## config.mk

```make
export PLATFORM = sky130hd
export DESIGN_NAME = fci_top
export DESIGN_NICKNAME = d
export VERILOG_FILES = /design/src/core/fci_pkg.sv /design/src/core/fci_fifo.sv /design/src/core/fci_top.sv
export SDC_FILE = /design/constraint.sdc
export NUM_CORES = 1
export LEC_CHECK = 0
export BUFFER_PORTS_ARGS = -buffer_cell sky130_fd_sc_hd__buf_2
export CAP_MARGIN = 20
export CORE_MARGIN = 2
export CORE_UTILIZATION = 60
export DETAILED_ROUTE_END_ITERATION = 8
export PLACE_DENSITY = 0.85
export SLEW_MARGIN = 20
export SYNTH_ARGS = -nofsm -noshare
export SYNTH_HDL_FRONTEND = slang
export SYNTH_SLANG_ARGS = --single-unit
```

## constraint.sdc

```tcl
create_clock -name i_mclk -period 3.5 [get_ports i_mclk]
set_input_delay 0.7 -clock i_mclk [delete_from_list [all_inputs] [get_ports i_mclk]]
set_output_delay 0.7 -clock i_mclk [all_outputs]
set_load 0.03 [all_outputs]
```

## src/core/fci_pkg.sv

```systemverilog
// Purpose: Shared constants and types of the flash card interface.
// Assumes: Byte addresses on a 32-bit Avalon-MM slave, one word per register.
// Notes: Config layout doubles as the readback image; unused bits stay zero.
package fci_pkg;
   localparam logic [11:0] FCI_OFS_CONFIG = 12'h460;
   localparam logic [11:0] FCI_OFS_CMD1 = 12'h464;
   localparam logic [11:0] FCI_OFS_CMD2 = 12'h468;
   localparam logic [11:0] FCI_OFS_DATA1 = 12'h46c;
   localparam logic [11:0] FCI_OFS_DATA2 = 12'h470;
   localparam logic [11:0] FCI_OFS_STATUS = 12'h474;
   localparam logic [11:0] FCI_OFS_IRQ_EN = 12'h478;
   localparam logic [11:0] FCI_OFS_IRQ_ST = 12'h47c;
   localparam logic [31:0] FCI_CONFIG_MASK = 32'h003b_ffff;
   localparam logic [7:0] FCI_PERIOD_RST = 8'h0f;
   localparam logic [5:0] FCI_WORD_BITS = 6'h20;
   localparam int FCI_FIFO_DEPTH = 4;
   localparam int FCI_CMD_LEFT_LSB = 0;
   localparam int FCI_CMD_CODE_LSB = 16;

   typedef enum logic [1:0] {FCI_FZ_RUN = 2'h0, FCI_FZ_LOW = 2'h1, FCI_FZ_HIGH = 2'h2, FCI_FZ_ILL = 2'h3} fci_freeze_e;
   typedef enum logic [1:0] {FCI_FAM_STICK = 2'h0, FCI_FAM_LINE1 = 2'h1, FCI_FAM_RSV = 2'h2, FCI_FAM_LINE4 = 2'h3} fci_family_e;
   typedef enum logic [3:0] {FCI_CMD_NONE = 4'h0, FCI_CMD_READ = 4'h1, FCI_CMD_WRITE = 4'h2} fci_cmd_e;
   // Gray codes: idle to either transfer state flips one bit
   typedef enum logic [1:0] {FCI_ST_IDLE = 2'h0, FCI_ST_TX = 2'h1, FCI_ST_RX = 2'h2} fci_ch_e;

   typedef struct packed {
      logic [9:0] zero_hi;
      fci_family_e family;
      logic edge_fall;
      logic rsvd;
      fci_freeze_e freeze;
      logic [7:0] high;
      logic [7:0] low;
   } fci_cfg_s;

   localparam fci_cfg_s FCI_CFG_RST = '{zero_hi: 10'h000, family: FCI_FAM_STICK, edge_fall: 1'b0, rsvd: 1'b0,
      freeze: FCI_FZ_LOW, high: FCI_PERIOD_RST, low: FCI_PERIOD_RST};

   typedef struct packed {
      logic [11:0] address;
      logic read;
      logic write;
      logic [31:0] writedata;
   } fci_avs_req_s;
endpackage

```

## src/core/fci_fifo.sv

```systemverilog
// Purpose: Small synchronous FIFO with valid/ready on both sides.
// Assumes: DEPTH is a power of two.
// Notes: Output word is read straight from the storage flops.
`timescale 1ns/10ps
module fci_fifo #(
   parameter int WIDTH = 32,
   parameter int DEPTH = 4
) (
   input wire logic i_mclk,
   input wire logic i_rst_n,
   input wire logic i_valid,
   input wire logic [WIDTH-1:0] i_data,
   output logic o_ready,
   output logic o_valid,
   output logic [WIDTH-1:0] o_data,
   input wire logic i_ready
);
   localparam int AW = $clog2(DEPTH);
   logic [WIDTH-1:0] mem_reg [DEPTH];
   logic [AW:0] wr_reg, rd_reg;
   logic push, pop;

   assign o_valid = wr_reg != rd_reg;
   assign o_ready = (wr_reg[AW-1:0] != rd_reg[AW-1:0]) || (wr_reg[AW] == rd_reg[AW]);
   assign o_data = mem_reg[rd_reg[AW-1:0]];
   assign push = i_valid && o_ready;
   assign pop = i_ready && o_valid;

   always_ff @(posedge i_mclk) begin
      if (push) begin
         mem_reg[wr_reg[AW-1:0]] <= i_data;
      end
   end

   always_ff @(posedge i_mclk or negedge i_rst_n) begin
      if (!i_rst_n) begin
         wr_reg <= '0;
         rd_reg <= '0;
      end else begin
         if (push) begin
            wr_reg <= wr_reg + 1'b1;
         end
         if (pop) begin
            rd_reg <= rd_reg + 1'b1;
         end
      end
   end
endmodule // fci_fifo

```

## src/core/fci_top.sv

```systemverilog
// Purpose: Flash card interface core: card clock generator, register file, two serial channels.
// Assumes: Card clock is made here from i_mclk; card data pins are asynchronous.
// Notes: Synchronised data lag two mclk cycles, so a sample sees the level just before the edge.
//
// The implementer's own choice: register access over Avalon-MM.
`timescale 1ns/10ps
// What this block does
// RQ1 - Serves one card family at a time
// RQ2 - One clock generator, bus unit, two channels
// RQ3 - Stick mode: channels independent, share clock only
// RQ4 - Line-card: channel 1 data lines, channel 2 command
// RQ5 - Eight 32-bit registers from offset 0x460
// RQ6 - 0x47C reads status, write clears chosen flags
// RQ7 - Interrupt enable at 0x478 gates the request
// RQ8 - Clock low lasts low count plus one
// RQ9 - Clock high lasts high count plus one
// RQ10 - Freeze field: run, hold low, hold high
// RQ11 - Sample edge bit picks falling or rising
// RQ12 - Family field: stick, one line, four lines
// RQ13 - Stretch clock when data pin turns around
// RQ14 - Halt clock on buffer overrun or underrun
// RQ15 - Clock fields change live without glitches
// RQ16 - Software picks sample edge per family
// RQ17 - Reserved config bits read zero, ignore writes
// RQ18 - Down-counter reloaded at each clock transition
module fci_top import fci_pkg::*; (
   input wire logic i_mclk,
   input wire logic i_rst_n,
   input wire fci_avs_req_s i_avs,
   output logic [31:0] o_readdata,
   output logic o_waitrequest,
   input wire logic [7:0] i_dat,
   output logic [7:0] o_dat,
   output logic [7:0] o_dat_oe_n,
   output logic o_sclk,
   output logic o_irq
);
   fci_cfg_s cfg_reg;
   logic [7:0] cnt_reg, dat_s1_reg, dat_s2_reg;
   logic sclk_reg, ack_reg, irq_reg;
   logic [3:0] irq_st_reg, irq_en_reg;
   logic [1:0] cap_full_reg;
   logic [31:0] rd_next;
   logic req, wr, rd, blocked, expire, rise_ev, fall_ev, smp_ev, stretch_ev, frz_lo, frz_hi;
   logic sel_cfg, sel_stat, sel_ien, sel_ist;
   logic [1:0] sel_cmd, sel_dat;
   wire [1:0] stall_w, turn_w, rdy_w, rxf_w;
   wire [3:0] irq_set;
   wire [7:0] stat_w;
   wire [31:0] cmd_rd [2];
   wire [31:0] rxb_rd [2];
   wire [7:0] low_w = cfg_reg.low;
   wire [7:0] high_w = cfg_reg.high;

   // Bus slave: one wait state, longer while a data write meets a full FIFO
   assign req = i_avs.read || i_avs.write;
   assign sel_cfg = i_avs.address == FCI_OFS_CONFIG; // see RQ5
   assign sel_cmd = {i_avs.address == FCI_OFS_CMD2, i_avs.address == FCI_OFS_CMD1};
   assign sel_dat = {i_avs.address == FCI_OFS_DATA2, i_avs.address == FCI_OFS_DATA1};
   assign sel_stat = i_avs.address == FCI_OFS_STATUS;
   assign sel_ien = i_avs.address == FCI_OFS_IRQ_EN;
   assign sel_ist = i_avs.address == FCI_OFS_IRQ_ST;
   assign blocked = i_avs.write && |(sel_dat & ~rdy_w);
   assign o_waitrequest = req && !ack_reg;
   assign wr = i_avs.write && ack_reg;
   assign rd = i_avs.read && ack_reg;

   always_ff @(posedge i_mclk or negedge i_rst_n) begin
      if (!i_rst_n) begin
         ack_reg <= 1'b0;
      end else begin
         ack_reg <= req && !ack_reg && !blocked;
      end
   end

   always_comb begin
      rd_next = 32'h0000_0000;
      unique case (1'b1)
         sel_cfg: rd_next = cfg_reg;
         sel_cmd[0]: rd_next = cmd_rd[0];
         sel_cmd[1]: rd_next = cmd_rd[1];
         sel_dat[0]: rd_next = rxb_rd[0];
         sel_dat[1]: rd_next = rxb_rd[1];
         sel_stat: rd_next = {24'h00_0000, stat_w};
         sel_ien: rd_next = {28'h000_0000, irq_en_reg};
         sel_ist: rd_next = {28'h000_0000, irq_st_reg}; // see RQ6
         default: rd_next = 32'h0000_0000;
      endcase
   end

   // Capture the full flags with the data so a read only pops the word it returned
   always_ff @(posedge i_mclk or negedge i_rst_n) begin
      if (!i_rst_n) begin
         o_readdata <= 32'h0000_0000;
         cap_full_reg <= 2'h0;
      end else if (i_avs.read && !ack_reg) begin
         o_readdata <= rd_next;
         cap_full_reg <= rxf_w;
      end
   end

   always_ff @(posedge i_mclk or negedge i_rst_n) begin
      if (!i_rst_n) begin
         cfg_reg <= FCI_CFG_RST;
      end else if (wr && sel_cfg) begin
         cfg_reg <= fci_cfg_s'(i_avs.writedata & FCI_CONFIG_MASK); // see RQ17
      end
   end

   // Events set, software clears with ones; a new event wins over its clear
   always_ff @(posedge i_mclk or negedge i_rst_n) begin
      if (!i_rst_n) begin
         irq_st_reg <= 4'h0;
         irq_en_reg <= 4'h0;
         irq_reg <= 1'b0;
      end else begin
         irq_st_reg <= (irq_st_reg & ~((wr && sel_ist) ? i_avs.writedata[3:0] : 4'h0)) | irq_set; // see RQ6
         if (wr && sel_ien) begin
            irq_en_reg <= i_avs.writedata[3:0];
         end
         irq_reg <= |(irq_st_reg & irq_en_reg); // see RQ7
      end
   end
   assign o_irq = irq_reg;

   always_ff @(posedge i_mclk or negedge i_rst_n) begin
      if (!i_rst_n) begin
         dat_s1_reg <= 8'h00;
         dat_s2_reg <= 8'h00;
      end else begin
         dat_s1_reg <= i_dat;
         dat_s2_reg <= dat_s1_reg;
      end
   end

   // Card clock: transitions only at counter expiry, so live edits never cut a phase short
   assign expire = cnt_reg == 8'h00;
   assign frz_hi = cfg_reg.freeze == FCI_FZ_HIGH;
   assign frz_lo = !frz_hi && cfg_reg.freeze != FCI_FZ_RUN; // see RQ10
   assign stretch_ev = expire && !sclk_reg && |turn_w && !(|stall_w); // see RQ13
   assign rise_ev = expire && !sclk_reg && !frz_lo && !(|stall_w) && !(|turn_w); // see RQ14
   assign fall_ev = expire && sclk_reg && !frz_hi && !(|stall_w); // see RQ14
   assign smp_ev = cfg_reg.edge_fall ? fall_ev : rise_ev; // see RQ11

   always_ff @(posedge i_mclk or negedge i_rst_n) begin
      if (!i_rst_n) begin
         cnt_reg <= FCI_PERIOD_RST;
         sclk_reg <= 1'b0;
      end else if (rise_ev) begin
         cnt_reg <= cfg_reg.high; // see RQ9
         sclk_reg <= 1'b1;
      end else if (fall_ev) begin
         cnt_reg <= cfg_reg.low; // see RQ8
         sclk_reg <= 1'b0;
      end else if (stretch_ev) begin
         cnt_reg <= cfg_reg.low;
      end else if (!expire) begin
         cnt_reg <= cnt_reg - 8'h01; // see RQ18
      end
   end
   assign o_sclk = sclk_reg; // see RQ15

   // Two channels sharing the clock generator, the bus slave and the config register
   for (genvar c = 0; c < 2; c++) begin : g_ch // see RQ2
      fci_ch_e st_reg;
      logic [15:0] left_reg;
      logic [3:0] code_reg, dout_reg;
      logic [31:0] sh_reg, rxb_reg;
      logic [5:0] wb_reg;
      logic rxf_reg, hold_reg, dir_reg, turn_reg, oe_n_reg, busy_d_reg;
      logic [31:0] fifo_dat;
      logic fifo_vld, fifo_rdy, fifo_pop;
      logic wide, cmd_wr, rx_samp, word_done, xfer, pop_rx, new_dir;
      logic [5:0] step, len, cur;
      logic [3:0] din;
      logic [31:0] rx_shift;

      // Only channel 1 may use four lines, and only in the four-line family
      assign wide = (c == 0) && cfg_reg.family == FCI_FAM_LINE4; // see RQ4
      assign step = wide ? 6'h04 : 6'h01; // see RQ12
      assign din = dat_s2_reg[c*4 +: 4];
      assign len = (left_reg[4:0] == 5'h00) ? FCI_WORD_BITS : {1'b0, left_reg[4:0]};
      assign cur = (wb_reg == 6'h00) ? len : wb_reg;
      assign cmd_wr = wr && sel_cmd[c];
      assign new_dir = i_avs.writedata[19:16] == FCI_CMD_WRITE;
      assign rx_shift = wide ? {sh_reg[27:0], din} : {sh_reg[30:0], din[0]};
      assign rx_samp = st_reg == FCI_ST_RX && smp_ev && !hold_reg && left_reg != 16'h0000;
      assign word_done = rx_samp && cur == step;
      assign xfer = (word_done || hold_reg) && !rxf_reg;
      assign pop_rx = rd && sel_dat[c] && cap_full_reg[c];
      assign fifo_pop = st_reg == FCI_ST_TX && wb_reg == 6'h00 && left_reg != 16'h0000 && fifo_vld;

      fci_fifo #(.WIDTH(32), .DEPTH(FCI_FIFO_DEPTH)) u_fifo (
         .i_mclk(i_mclk),
         .i_rst_n(i_rst_n),
         .i_valid(wr && sel_dat[c]),
         .i_data(i_avs.writedata),
         .o_ready(fifo_rdy),
         .o_valid(fifo_vld),
         .o_data(fifo_dat),
         .i_ready(fifo_pop)
      );

      always_ff @(posedge i_mclk or negedge i_rst_n) begin
         if (!i_rst_n) begin
            st_reg <= FCI_ST_IDLE;
            left_reg <= 16'h0000;
            code_reg <= 4'h0;
            sh_reg <= 32'h0000_0000;
            wb_reg <= 6'h00;
            hold_reg <= 1'b0;
            dout_reg <= 4'h0;
            oe_n_reg <= 1'b1;
         end else if (cmd_wr) begin
            left_reg <= i_avs.writedata[FCI_CMD_CODE_LSB-1:FCI_CMD_LEFT_LSB];
            code_reg <= i_avs.writedata[19:16];
            wb_reg <= 6'h00;
            hold_reg <= 1'b0;
            oe_n_reg <= !(new_dir && i_avs.writedata[15:0] != 16'h0000);
            if (i_avs.writedata[15:0] == 16'h0000) begin
               st_reg <= FCI_ST_IDLE;
            end else if (new_dir) begin
               st_reg <= FCI_ST_TX;
            end else if (i_avs.writedata[19:16] == FCI_CMD_READ) begin
               st_reg <= FCI_ST_RX;
            end else begin
               st_reg <= FCI_ST_IDLE;
            end
         end else begin
            unique case (st_reg)
               FCI_ST_IDLE: begin
                  oe_n_reg <= 1'b1;
               end
               FCI_ST_TX: begin
                  if (fifo_pop) begin
                     sh_reg <= fifo_dat;
                     wb_reg <= len;
                  end else if (fall_ev && wb_reg != 6'h00) begin
                     dout_reg <= wide ? sh_reg[31:28] : {3'h0, sh_reg[31]};
                     sh_reg <= wide ? {sh_reg[27:0], 4'h0} : {sh_reg[30:0], 1'b0};
                     wb_reg <= wb_reg - step;
                     left_reg <= left_reg - {10'h000, step};
                  end else if (rise_ev && left_reg == 16'h0000) begin
                     // Last bit stays on the pin until the card has clocked it in
                     st_reg <= FCI_ST_IDLE;
                  end
               end
               FCI_ST_RX: begin
                  if (rx_samp) begin
                     sh_reg <= rx_shift;
                     wb_reg <= cur - step;
                     left_reg <= left_reg - {10'h000, step};
                     hold_reg <= word_done && rxf_reg;
                     if (left_reg == {10'h000, step} && !(word_done && rxf_reg)) begin
                        st_reg <= FCI_ST_IDLE;
                     end
                  end else if (hold_reg && !rxf_reg) begin
                     hold_reg <= 1'b0;
                     if (left_reg == 16'h0000) begin
                        st_reg <= FCI_ST_IDLE;
                     end
                  end
               end
               default: st_reg <= FCI_ST_IDLE;
            endcase
         end
      end

      // Receive buffer: a word arriving as software empties it is kept
      always_ff @(posedge i_mclk or negedge i_rst_n) begin
         if (!i_rst_n) begin
            rxf_reg <= 1'b0;
            rxb_reg <= 32'h0000_0000;
         end else begin
            if (xfer) begin
               rxb_reg <= hold_reg ? sh_reg : rx_shift;
            end
            rxf_reg <= xfer || (rxf_reg && !pop_rx);
         end
      end

      // A change of direction buys one extra low phase before the next rise
      always_ff @(posedge i_mclk or negedge i_rst_n) begin
         if (!i_rst_n) begin
            dir_reg <= 1'b0;
            turn_reg <= 1'b0;
            busy_d_reg <= 1'b0;
         end else begin
            busy_d_reg <= st_reg != FCI_ST_IDLE;
            if (cmd_wr && i_avs.writedata[15:0] != 16'h0000 && new_dir != dir_reg) begin
               dir_reg <= new_dir;
               turn_reg <= 1'b1; // see RQ13
            end else if (stretch_ev) begin
               turn_reg <= 1'b0;
            end
         end
      end

      // Stall on empty transmit word or on a finished word that has nowhere to go
      assign stall_w[c] = (st_reg == FCI_ST_TX && wb_reg == 6'h00 && left_reg != 16'h0000 && !fifo_vld) || hold_reg; // see RQ14
      assign turn_w[c] = turn_reg;
      assign rdy_w[c] = fifo_rdy;
      assign rxf_w[c] = rxf_reg;
      assign cmd_rd[c] = {12'h000, code_reg, left_reg};
      assign rxb_rd[c] = rxb_reg;
      assign stat_w[c*4 +: 4] = {!fifo_rdy, rxf_reg, !fifo_vld, st_reg != FCI_ST_IDLE};
      assign irq_set[c*2 +: 2] = {xfer, busy_d_reg && st_reg == FCI_ST_IDLE};
      assign o_dat[c*4 +: 4] = dout_reg; // see RQ3
      assign o_dat_oe_n[c*4 +: 4] = wide ? {4{oe_n_reg}} : {3'h7, oe_n_reg}; // see RQ1
   end
endmodule // fci_top

```

Yosys cells after proc, flatten, opt, wreduce, memory -nomap -nowiden
Memories as Yosys holds them, arrays and structs flattened.
Cells that the tools add are included.

word-level totals
  bits in registers = 297
  bits in writable memories = 256
  output and inout port bits = 51
  logic and storage cells = 353
  memories = 2

memories
  name                    depth  width  rd ports  clocked after Yosys merged registers in  wr ports  RTL line        source
  g_ch[0].u_fifo.mem_reg  4      32     1         0                                        1         fci_fifo.sv:19  logic [WIDTH-1:0] mem_reg [DEPTH];
  g_ch[1].u_fifo.mem_reg  4      32     1         0                                        1         fci_fifo.sv:19

cells by class
  add/sub/neg operators = 11
  equal/unequal tests = 53
  mux-type cells = 88
  bitwise gates (word level) = 10
  reduce and logical (&&, ||, !) cells = 144

operators with widths
  operator                                               number
  two-way mux 32 bit                                     10
  one-hot mux 32 bit (8 select lines)                    1
  two-way mux 16 bit                                     8
  one-hot mux 32 bit (2 select lines)                    2
  == test 12 x 11 -> 1 bit, second input constant        8
  two-way mux 6 bit                                      12
  logical AND 1 bit                                      68
  one-hot mux 16 bit (2 select lines)                    2
  zero test 16 bit                                       3
  nonzero test 16 bit                                    3
  two-way mux 2 bit                                      19
  two-way mux 8 bit                                      4
  inequality test 4 x 3 -> 1 bit, second input constant  6
  one-hot mux 6 bit (2 select lines)                     2
  AND reduction 4 bit                                    6
  nonzero test 2 bit                                     12
  two-way mux 1 bit                                      22
  zero test 1 bit                                        20
  inequality test 3 bit, second input constant           6
  == test 16 x 1 -> 1 bit, second input constant         1
  == test 16 x 3 -> 1 bit                                1
  subtractor 16 x 1 -> 16 bit, second input constant     1
  subtractor 16 x 3 -> 16 bit                            1
  AND reduction 7 bit                                    2
  39 further kinds                                       86

Depth between registers and ports, before layout
Gate-level depths: netlist of run 1.

  word-level depth = 21
  depth in mapped cells = 15
  gate-level depth less buffers = 13

By module
From an unflattened synthesis of run 1, not the netlist that was laid out.

unflattened totals
  cell total of the unflattened synthesis = 2091
  area total of the unflattened synthesis = 25476.9 um^2

modules (own cells, without submodules)
  module                     instances  cells each  area each (um^2)  sequential area each (um^2)
  fci_top                    1          1663        15283.4           7150.6
  fci_fifo (g_ch[0].u_fifo)  1          215         5103.6            3993.8
  fci_fifo (g_ch[1].u_fifo)  1          213         5089.9            3993.8

Worst setup path after synthesis of run 1
OpenSTA, ideal clock, no wires.

  path type = in2reg
  from = in i_avs[36] (netlist name)
  to = mem g_ch[0].u_fifo.mem_reg[3][0], enable pin
  setup time = 0.394 ns
  data arrival time = 3.113 ns
  setup slack = -0.007 ns
  cell stages on the path = 5
  cells stage by stage = clkbuf_1 buf_1 nand2_1 nor4_1 and2_1

on the way
  cells in the longest elaborated chain, start to end = 5

RTL lines
  item                                     RTL line        source
  start, declared                          fci_top.sv:29   input wire fci_avs_req_s i_avs,
  == test 12 x 11 -> 1 bit                 fci_top.sv:59   assign sel_dat = {i_avs.address == FCI_OFS_DATA2, i_avs.address == FCI_OFS_DATA1};
  logical AND 1 bit                        fci_top.sv:196  .i_valid(wr && sel_dat[c]),
  logical AND 1 bit                        fci_fifo.sv:26  assign push = i_valid && o_ready;
  two-way mux 1 bit                        fci_fifo.sv:30  if (push) begin
  two-way mux 1 bit (implied by the code)  fci_fifo.sv:31  mem_reg[wr_reg[AW-1:0]] <= i_data;
  end, declared                            fci_fifo.sv:19

No other way between the ends.

Worst setup path after layout of run 1
  from = reg g_ch[0].wb_reg[1]
  to = reg g_ch[0].rxb_reg[17]

on the way
  cells in the longest elaborated chain, start to end = 16
  elaborated cells on any way between the ends = 19
  those cells by class = 1 x eq/ne; 2 x mux; 16 x reduce/logical

RTL lines
  item                            RTL line                        source
  start, declared                 fci_top.sv:169                  logic [5:0] wb_reg;
  start signal, assigned          fci_top.sv:237                  wb_reg <= len;
  start signal, assigned          fci_top.sv:241                  wb_reg <= wb_reg - step;
  start signal, assigned          fci_top.sv:251                  wb_reg <= cur - step;
  zero test 6 bit                 fci_top.sv:183, fci_top.sv:300
  logical AND 1 bit (3 in a row)  fci_top.sv:300                  assign stall_w[c] = (st_reg == FCI_ST_TX && wb_reg == 6'h00 && left_reg != 16'h0000 && !fifo_vld) || hold_reg;
  logical OR 1 bit                fci_top.sv:300
  OR reduction 2 bit              fci_top.sv:141, fci_top.sv:142
  zero test 1 bit                 fci_top.sv:141, fci_top.sv:142
  logical AND 1 bit (2 in a row)  fci_top.sv:141                  assign rise_ev = expire && !sclk_reg && !frz_lo && !(|stall_w) && !(|turn_w);
  two-way mux 1 bit               fci_top.sv:143                  assign smp_ev = cfg_reg.edge_fall ? fall_ev : rise_ev;
  logical AND 1 bit (3 in a row)  fci_top.sv:187                  assign rx_samp = st_reg == FCI_ST_RX && smp_ev && !hold_reg && left_reg != 16'h0000;
  logical AND 1 bit *             fci_top.sv:188                  assign word_done = rx_samp && cur == step;
  logical OR 1 bit *              fci_top.sv:189                  assign xfer = (word_done || hold_reg) && !rxf_reg;
  logical AND 1 bit *             fci_top.sv:189
  end signal, assigned            fci_top.sv:276                  rxb_reg <= hold_reg ? sh_reg : rx_shift;
  end, declared                   fci_top.sv:168                  logic [31:0] sh_reg, rxb_reg;

Mark *: on every way between the ends. The rest lies on a longest branch, timed or not.
A chain may end at the register's enable or synchronous reset.

==> impl_metrics.tcl, run 1 <==
set metrics [dict create \
    status "finished clean" \
    cp.arrival_ns 3.80 \
    hold_buffers 0 \
    crit_end "g_ch[0].rxb_reg[17]" \
    synth_top_area_share_pct 30.4 \
    drtIter0Drc 2430 \
    synth_most_common_cell "dfrtp_1" \
    crit_fanout 65 \
    fillCellCount 2760 \
    largest_reg_flops 256 \
    start_kind "flip-flop" \
    leakage_nw 11.1 \
    ys_ff_latch 553 \
    synth_cell_types 88 \
    synth_edf_count 256 \
    ys_seq_area_share_pct 59.9 \
    vias 18152 \
    h-tree-depth 2 \
    tritoncts "built" \
    final_area_um2 28600 \
    worst_pin_slew_ns 0.950 \
    r2r-end "g_ch[0].rxb_reg[17]" \
    ant_nets 0 \
    cts_buffer_depth 3 \
    drt-wirelength-per-cell_um 26.1 \
    busiest_layer "met2" \
    crit_type "reg2reg" \
    cts_buffers 56 \
    grt_overflow_total 0 \
    use_met1_pct 44.2 \
    async_reset_ff_share_pct 53.7 \
    root_buffer "clkbuf_16" \
    dp_hpwl_um 45800 \
    diodes 0 \
    slew_viol_final 0 \
    synthTopCellsByArea "edfxtp_1 30%, dfrtp_1 28%, mux4_2 7.0%" \
    grt_max_degree 78 \
    worstPathRequired_ns 3.96 \
    use_met2_pct 51.5 \
    die_h_um 209 \
    fmax_mhz 299 \
    setup_violations 0 \
    slew_headroom_pct 36.7 \
    cp_num_cells 12 \
    die_w_um 209 \
    wl_um 71300 \
    power.density_nw_per_um2 486 \
    end_kind "flip-flop" \
    critPathMaxStageDelay_ns 0.47 \
    globalRouteMet3Util_pct 6.97 \
    syn2layout_area_growth_pct 13.0 \
    cts_sinks 553 \
    synth.avg_cell_area_um2 12.3 \
    io_pins 107 \
    reg2reg_from "g_ch[0].wb_reg[1]" \
    fp.dieArea_um2 43800 \
    vias_per_cell 6.65 \
    peakVddDrop_mv 0.695 \
    antenna_found_initial 0 \
    synthCells 2056 \
    min_path_type "in2async" \
    grt_pass1_wl_um 109000 \
    fin_crit_ns 3.34 \
    initial_core_util_pct 60.5 \
    hold_viol 0 \
    reg2reg_slack_ns 0.16 \
    port-buffer-count 97 \
    ff2ff_path_depth 12 \
    dpl_cell_area_um2 26600 \
    path_buf_inv 1 \
    clk_pin_slew_ns 0.06 \
    grt_pass1_vias 18071 \
    num_rows 75 \
    fp.coreArea_um2 41800 \
    first_pass_iters 6 \
    ys.flop_type "dfrtp_1" \
    skew_ns 0.0304 \
    synth_common_cells "282 x dfrtp_1, 260 x nand2_1, 256 x edfxtp_1" \
    grtUsageTotal_pct 33.3 \
    path_common_cell "a21oi_1" \
    setup_tns_ns 0 \
    layout.nets 2229 \
    drc 0 \
    netlist_area_um2 25300 \
    maxCapViolCount 0 \
    crit_chain "nor4_2, and2_1, a21oi_1, ha_1, nand3b_1, a2111o_1, a21oi_1, a41oi_1, or2_2, buf_12, nand2_1, o21ai_0" \
    startpoint "g_ch[0].wb_reg[1]" \
    gp_congestion 0.990 \
    yosys_warnings 0 \
    clock_latency_ns 0.62 \
    critPathSlowestCell "dfrtp_1" \
    drive_gt1_share_pct 20.1 \
    path_delay_family "simple AND/OR/NAND/NOR gates" \
    rsz0062_at_grt "false" \
    yosysTopAreaCell "edfxtp_1" \
    fin_crit_sh_pct 95.4 \
]
through the flow:
stage               utilization, %  power, mW  cells  hold slack (ns)  worst slack [ns]
floorplan                        -       7.33   2060            0.331            0.0246
global placement              63.6       7.58   2626            0.339             0.263
detailed placement            63.6       7.62   2626            0.347             0.135
CTS                           68.4       13.9   2731            0.104            0.0815
global route                  68.4       14.2   2731            0.130            0.0297
finish                        68.4       13.9   2731           0.0849             0.161
report_power, final:
part	leakage (nW)	internal (mW)	total, mW	switching [mW]
clock network	0.987	3.77	6.36	2.59
registers	5.77	6.89	6.96	0.0781
logic	4.30	0.185	0.544	0.359
routing by layer:
layer / vias to the layer above / share of wire [%]
met3: 278 / 9.4
li1: 7751 / -
met1: 9050 / 38
met2: 1073 / 46
met5: - / 0
met4: 0 / 6.8
final cells by class:
class	instances	area, um^2	area share (%)
repair buffers	165	1220	4.27
multi-input cells	1340	9420	33.0
clock buffers	78	1700	5.95
well taps	539	674	2.36
inverters	29	109	0.381
clock inverters	27	289	1.01
flip-flops and latches	553	15100	53.0
worst reg2reg max path: stages (launching register included):
cell	delay (ns)
dfrtp_1	0.47
nor4_2	0.34
and2_1	0.30
a21oi_1	0.11
ha_1	0.32
nand3b_1	0.08
a2111o_1	0.38
a21oi_1	0.18
a41oi_1	0.20
or2_2	0.36
buf_12	0.19
nand2_1	0.14
o21ai_0	0.10
placed cells by master, fill, tap and decap left out, types with 12 or more instances in the layout:
master,n
nand3_1,29
clkbuf_16,61
buf_4,51
xnor2_1,29
o21ai_0,113
mux2i_1,100
ha_1,28
nand2_1,260
edfxtp_1,256
a21oi_1,158
o21ai_1,49
nor3_1,22
dfrtp_1,278
buf_2,96
and2_1,14
clkinv_2,12
buf_12,17
o21ai_2,17
nor2_1,157
inv_1,28
o22ai_1,12
dfstp_2,15
xor2_1,16
mux4_2,79
nor4_1,16
a22oi_1,31
mux2_2,30
timing repair:
| action | 4_1_cts | 5_1_grt |
|---|---|---|
| endpoints found under the hold margin | 0 | 0 |
| setup endpoints to repair | 0 | 1 |
| gates resized for setup | 0 | 1 |
| buffers inserted | 0 | 0 |
worst min path at each step:
stage / start / endpoint / slack, ns / depth (start not counted)
2_1_floorplan: dat_s1_reg[0] / dat_s2_reg[0] / 0.33 / 0
3_3_place_gp: dat_s1_reg[1] / dat_s2_reg[1] / 0.34 / 0
3_5_place_dp: dat_s1_reg[1] / dat_s2_reg[1] / 0.35 / 0
4_1_cts: i_rst_n / g_ch[0].wb_reg[3] / 0.10 / 1
5_1_grt: i_rst_n / g_ch[0].wb_reg[3] / 0.13 / 1
6_report: i_rst_n / g_ch[0].wb_reg[3] / 0.08 / 1
cell families after synthesis:
family	after synthesis	synth area share [%]
other	2	0.0297
AO/OA/AOI/OAI	466	11.2
AND/OR/NAND/NOR	586	10.5
adder cells (fa/ha/maj)	28	1.39
multiplexers	209	12.3
flip-flops	553	59.9
buffers and inverters	167	3.05
XOR/XNOR	45	1.56
Power figures use the tool's default switching activity.
==> inputs of run 2 (changes only) <==
--- a/config.mk
+++ b/config.mk
@@ -6,11 +6,11 @@
 export NUM_CORES = 1
 export LEC_CHECK = 0
 export BUFFER_PORTS_ARGS = -buffer_cell sky130_fd_sc_hd__buf_2
-export CAP_MARGIN = 20
 export CORE_MARGIN = 2
-export CORE_UTILIZATION = 60
+export CORE_UTILIZATION = 45
 export DETAILED_ROUTE_END_ITERATION = 8
-export PLACE_DENSITY = 0.85
+export HOLD_SLACK_MARGIN = 0.1
+export PLACE_DENSITY = 0.68
 export SLEW_MARGIN = 20
 export SYNTH_ARGS = -nofsm -noshare
 export SYNTH_HDL_FRONTEND = slang
==> run 2 against run 1 <==
Net effect:
- hold slack better by 0.090 ns
- combinational power about the same
- fmax is 1.0% higher
- clock power decreased by 5.5%
- flip-flop and latch count is the same
- core utilization decreased by 16 points
- largest cell class unchanged
==> impl_metrics.tcl, run 2 (synthesis results as in run 1) <==
set metrics [dict create \
    cts_sinks 553 \
    root_buffer "clkbuf_16" \
    critPathMaxStageDelay_ns 0.47 \
    die_h_um 241 \
    hold_end "dat_s1_reg[4]" \
    final_cell_mix "278 x dfrtp_1, 260 x nand2_1, 256 x edfxtp_1" \
    port-buffer-count 97 \
    grt_pass1_vias 16827 \
    rsz0062_at_grt "false" \
    end_kind "flip-flop" \
    regArea_um2 15100 \
    critPathSlowestCell "dfrtp_1" \
    reg2reg_from "g_ch[0].wb_reg[1]" \
    clk_pin_slew_ns 0.06 \
    clock_latency_ns 0.63 \
    vias_per_cell 5.89 \
    setup_slack_ns 0.195 \
    place_ws_ns 0.217 \
    min_path_type "in2reg" \
    power_frac_comb_pct 4.0 \
    crit_type "reg2reg" \
    maxCapViolCount 0 \
    cts_buffers 56 \
    power.density_nw_per_um2 470 \
    worst_pin_slew_ns 0.943 \
    slew_headroom_pct 36.3 \
    cts_buffer_depth 3 \
    multi_input_area_um2 9420 \
    dp_hpwl_um 45900 \
    grt_max_degree 77 \
    r2r-end "g_ch[0].rxb_reg[5]" \
    initial_core_util_pct 45.7 \
    wl_um 68700 \
    crit_fanout 65 \
    internal-power_mw 10.5 \
    min_from "i_dat[4]" \
    num_rows 86 \
    fp.coreArea_um2 55300 \
    fin_crit_sh_pct 94.4 \
    fillCellCount 4725 \
    leakage_nw 11.0 \
    layout.nets 2239 \
    grtUsageTotal_pct 24.0 \
    path_buf_inv 1 \
    first_pass_iters 6 \
    setup_violations 0 \
    seq_power_share_pct 51.5 \
    setup_tns_ns 0 \
    drc 0 \
    slew_viol_final 0 \
    fmax_mhz 303 \
    switching_share_pct 22.2 \
    vias 17395 \
    start_kind "flip-flop" \
    netSwitchingPower_mw 3.00 \
    tritoncts "built" \
    reg2reg_slack_ns 0.20 \
    path_common_cell "a21oi_1" \
    syn2layout_area_growth_pct 13.7 \
    clockPowerShare_pct 44.5 \
    drive_gt1_share_pct 19.8 \
    fp.dieArea_um2 58100 \
    cts_setup_buffers 0 \
    worstPathRequired_ns 3.96 \
    gp_congestion 0.935 \
    antenna_found_initial 2 \
    worstHoldPathCells 1 \
    grt_overflow_total 0 \
    cp.arrival_ns 3.76 \
    skew_ns 0.0332 \
    ff2ff_path_depth 12 \
    h-tree-depth 2 \
    hold_viol 0 \
    ant_nets 0 \
    fin_crit_ns 3.30 \
    peakVddDrop_mv 0.377 \
    drt-wirelength-per-cell_um 23.3 \
    power_mw 13.5 \
    io_pins 107 \
    path_delay_family "simple AND/OR/NAND/NOR gates" \
    grt_pass1_wl_um 104000 \
    status "finished clean" \
    crit_chain "nor4_2, and2_1, a21oi_1, ha_1, nand3b_1, a2111o_1, a21oi_1, a41oi_1, or2_2, buf_4, nand2_1, o21ai_0" \
    final_common_cell "dfrtp_1" \
    largest_reg_flops 256 \
    drtIter0Drc 2007 \
    die_w_um 241 \
]
==> run 2: changes by cell type in the layout (fill, tap and decap cells not counted), moves of 2 or more <==
cell | previous run | this run
clkbuf_1 | 6 | 13
buf_4 | 51 | 61
clkinv_1 | 4 | 11
clkinv_16 | 0 | 2
clkinv_4 | 2 | 0
clkbuf_16 | 61 | 57
clkbuf_8 | 11 | 3
==> run 2: metal layers <==
metal  vias to the layer above  GRT usage, %  routed length [um]
met5                         -             0                   9
met4                         2          10.3                2930
met3                       141          3.93                5560
met2                       755          36.5               31000
met1                      8720          34.4               29200
li1                       7777             -                   -
==> run 2: cell type report <==
| class | instances | share of cell area (%) |
|---|---|---|
| sequential | 553 | 52.7 |
| multi-input combinational | 1340 | 32.8 |
| clock buffer | 73 | 5.28 |
| timing repair buffer | 175 | 4.47 |
| tap | 748 | 3.26 |
| clock inverter | 32 | 1.18 |
| inverter | 29 | 0.379 |
| antenna | 1 | 0.00871 |
==> run 2: worst max-delay path by stage <==
stage,cells after the start,slack (ns),from,to
after global routing,12,0.03,g_ch[0].wb_reg[1],g_ch[0].rxb_reg[9]
after floorplan,5,0.02,i_avs[36],g_ch[0].u_fifo.mem_reg[2][0]
after CTS,12,0.21,g_ch[0].wb_reg[1],g_ch[0].rxb_reg[5]
after detailed placement,12,0.22,g_ch[0].wb_reg[1],g_ch[0].rxb_reg[25]
final,12,0.20,g_ch[0].wb_reg[1],g_ch[0].rxb_reg[5]
after global placement,12,0.30,g_ch[0].wb_reg[1],g_ch[0].rxb_reg[22]
==> run 2: power groups by stage <==
stage | clock [mW] | combinational [mW] | sequential (mW)
final | 6.01 | 0.541 | 6.96
after global routing | 6.37 | 0.601 | 6.97
after CTS | 6.10 | 0.547 | 6.96
after detailed placement | 0 | 0.543 | 7.08
after global placement | 0 | 0.525 | 7.08
after floorplan | 0 | 0.260 | 7.07
==> run 2: repair_timing <==
| item | CTS | global route |
|---|---|---|
| hold buffers | 1 | 0 |
| hold endpoints to repair | 5 | 0 |
| resized for setup | 0 | 0 |
==> run 2: per-stage QoR <==
step           cells  hold WS (ns)  cell area, um^2  util (%)
2_1_floorplan   2060         0.331            25300         -
3_3_place_gp    2844         0.336            26900      48.6
3_5_place_dp    2844         0.336            26900      48.6
4_1_cts         2950         0.137            28700      52.0
5_1_grt         2950         0.157            28700      52.0
6_report        2951         0.174            28700      52.0
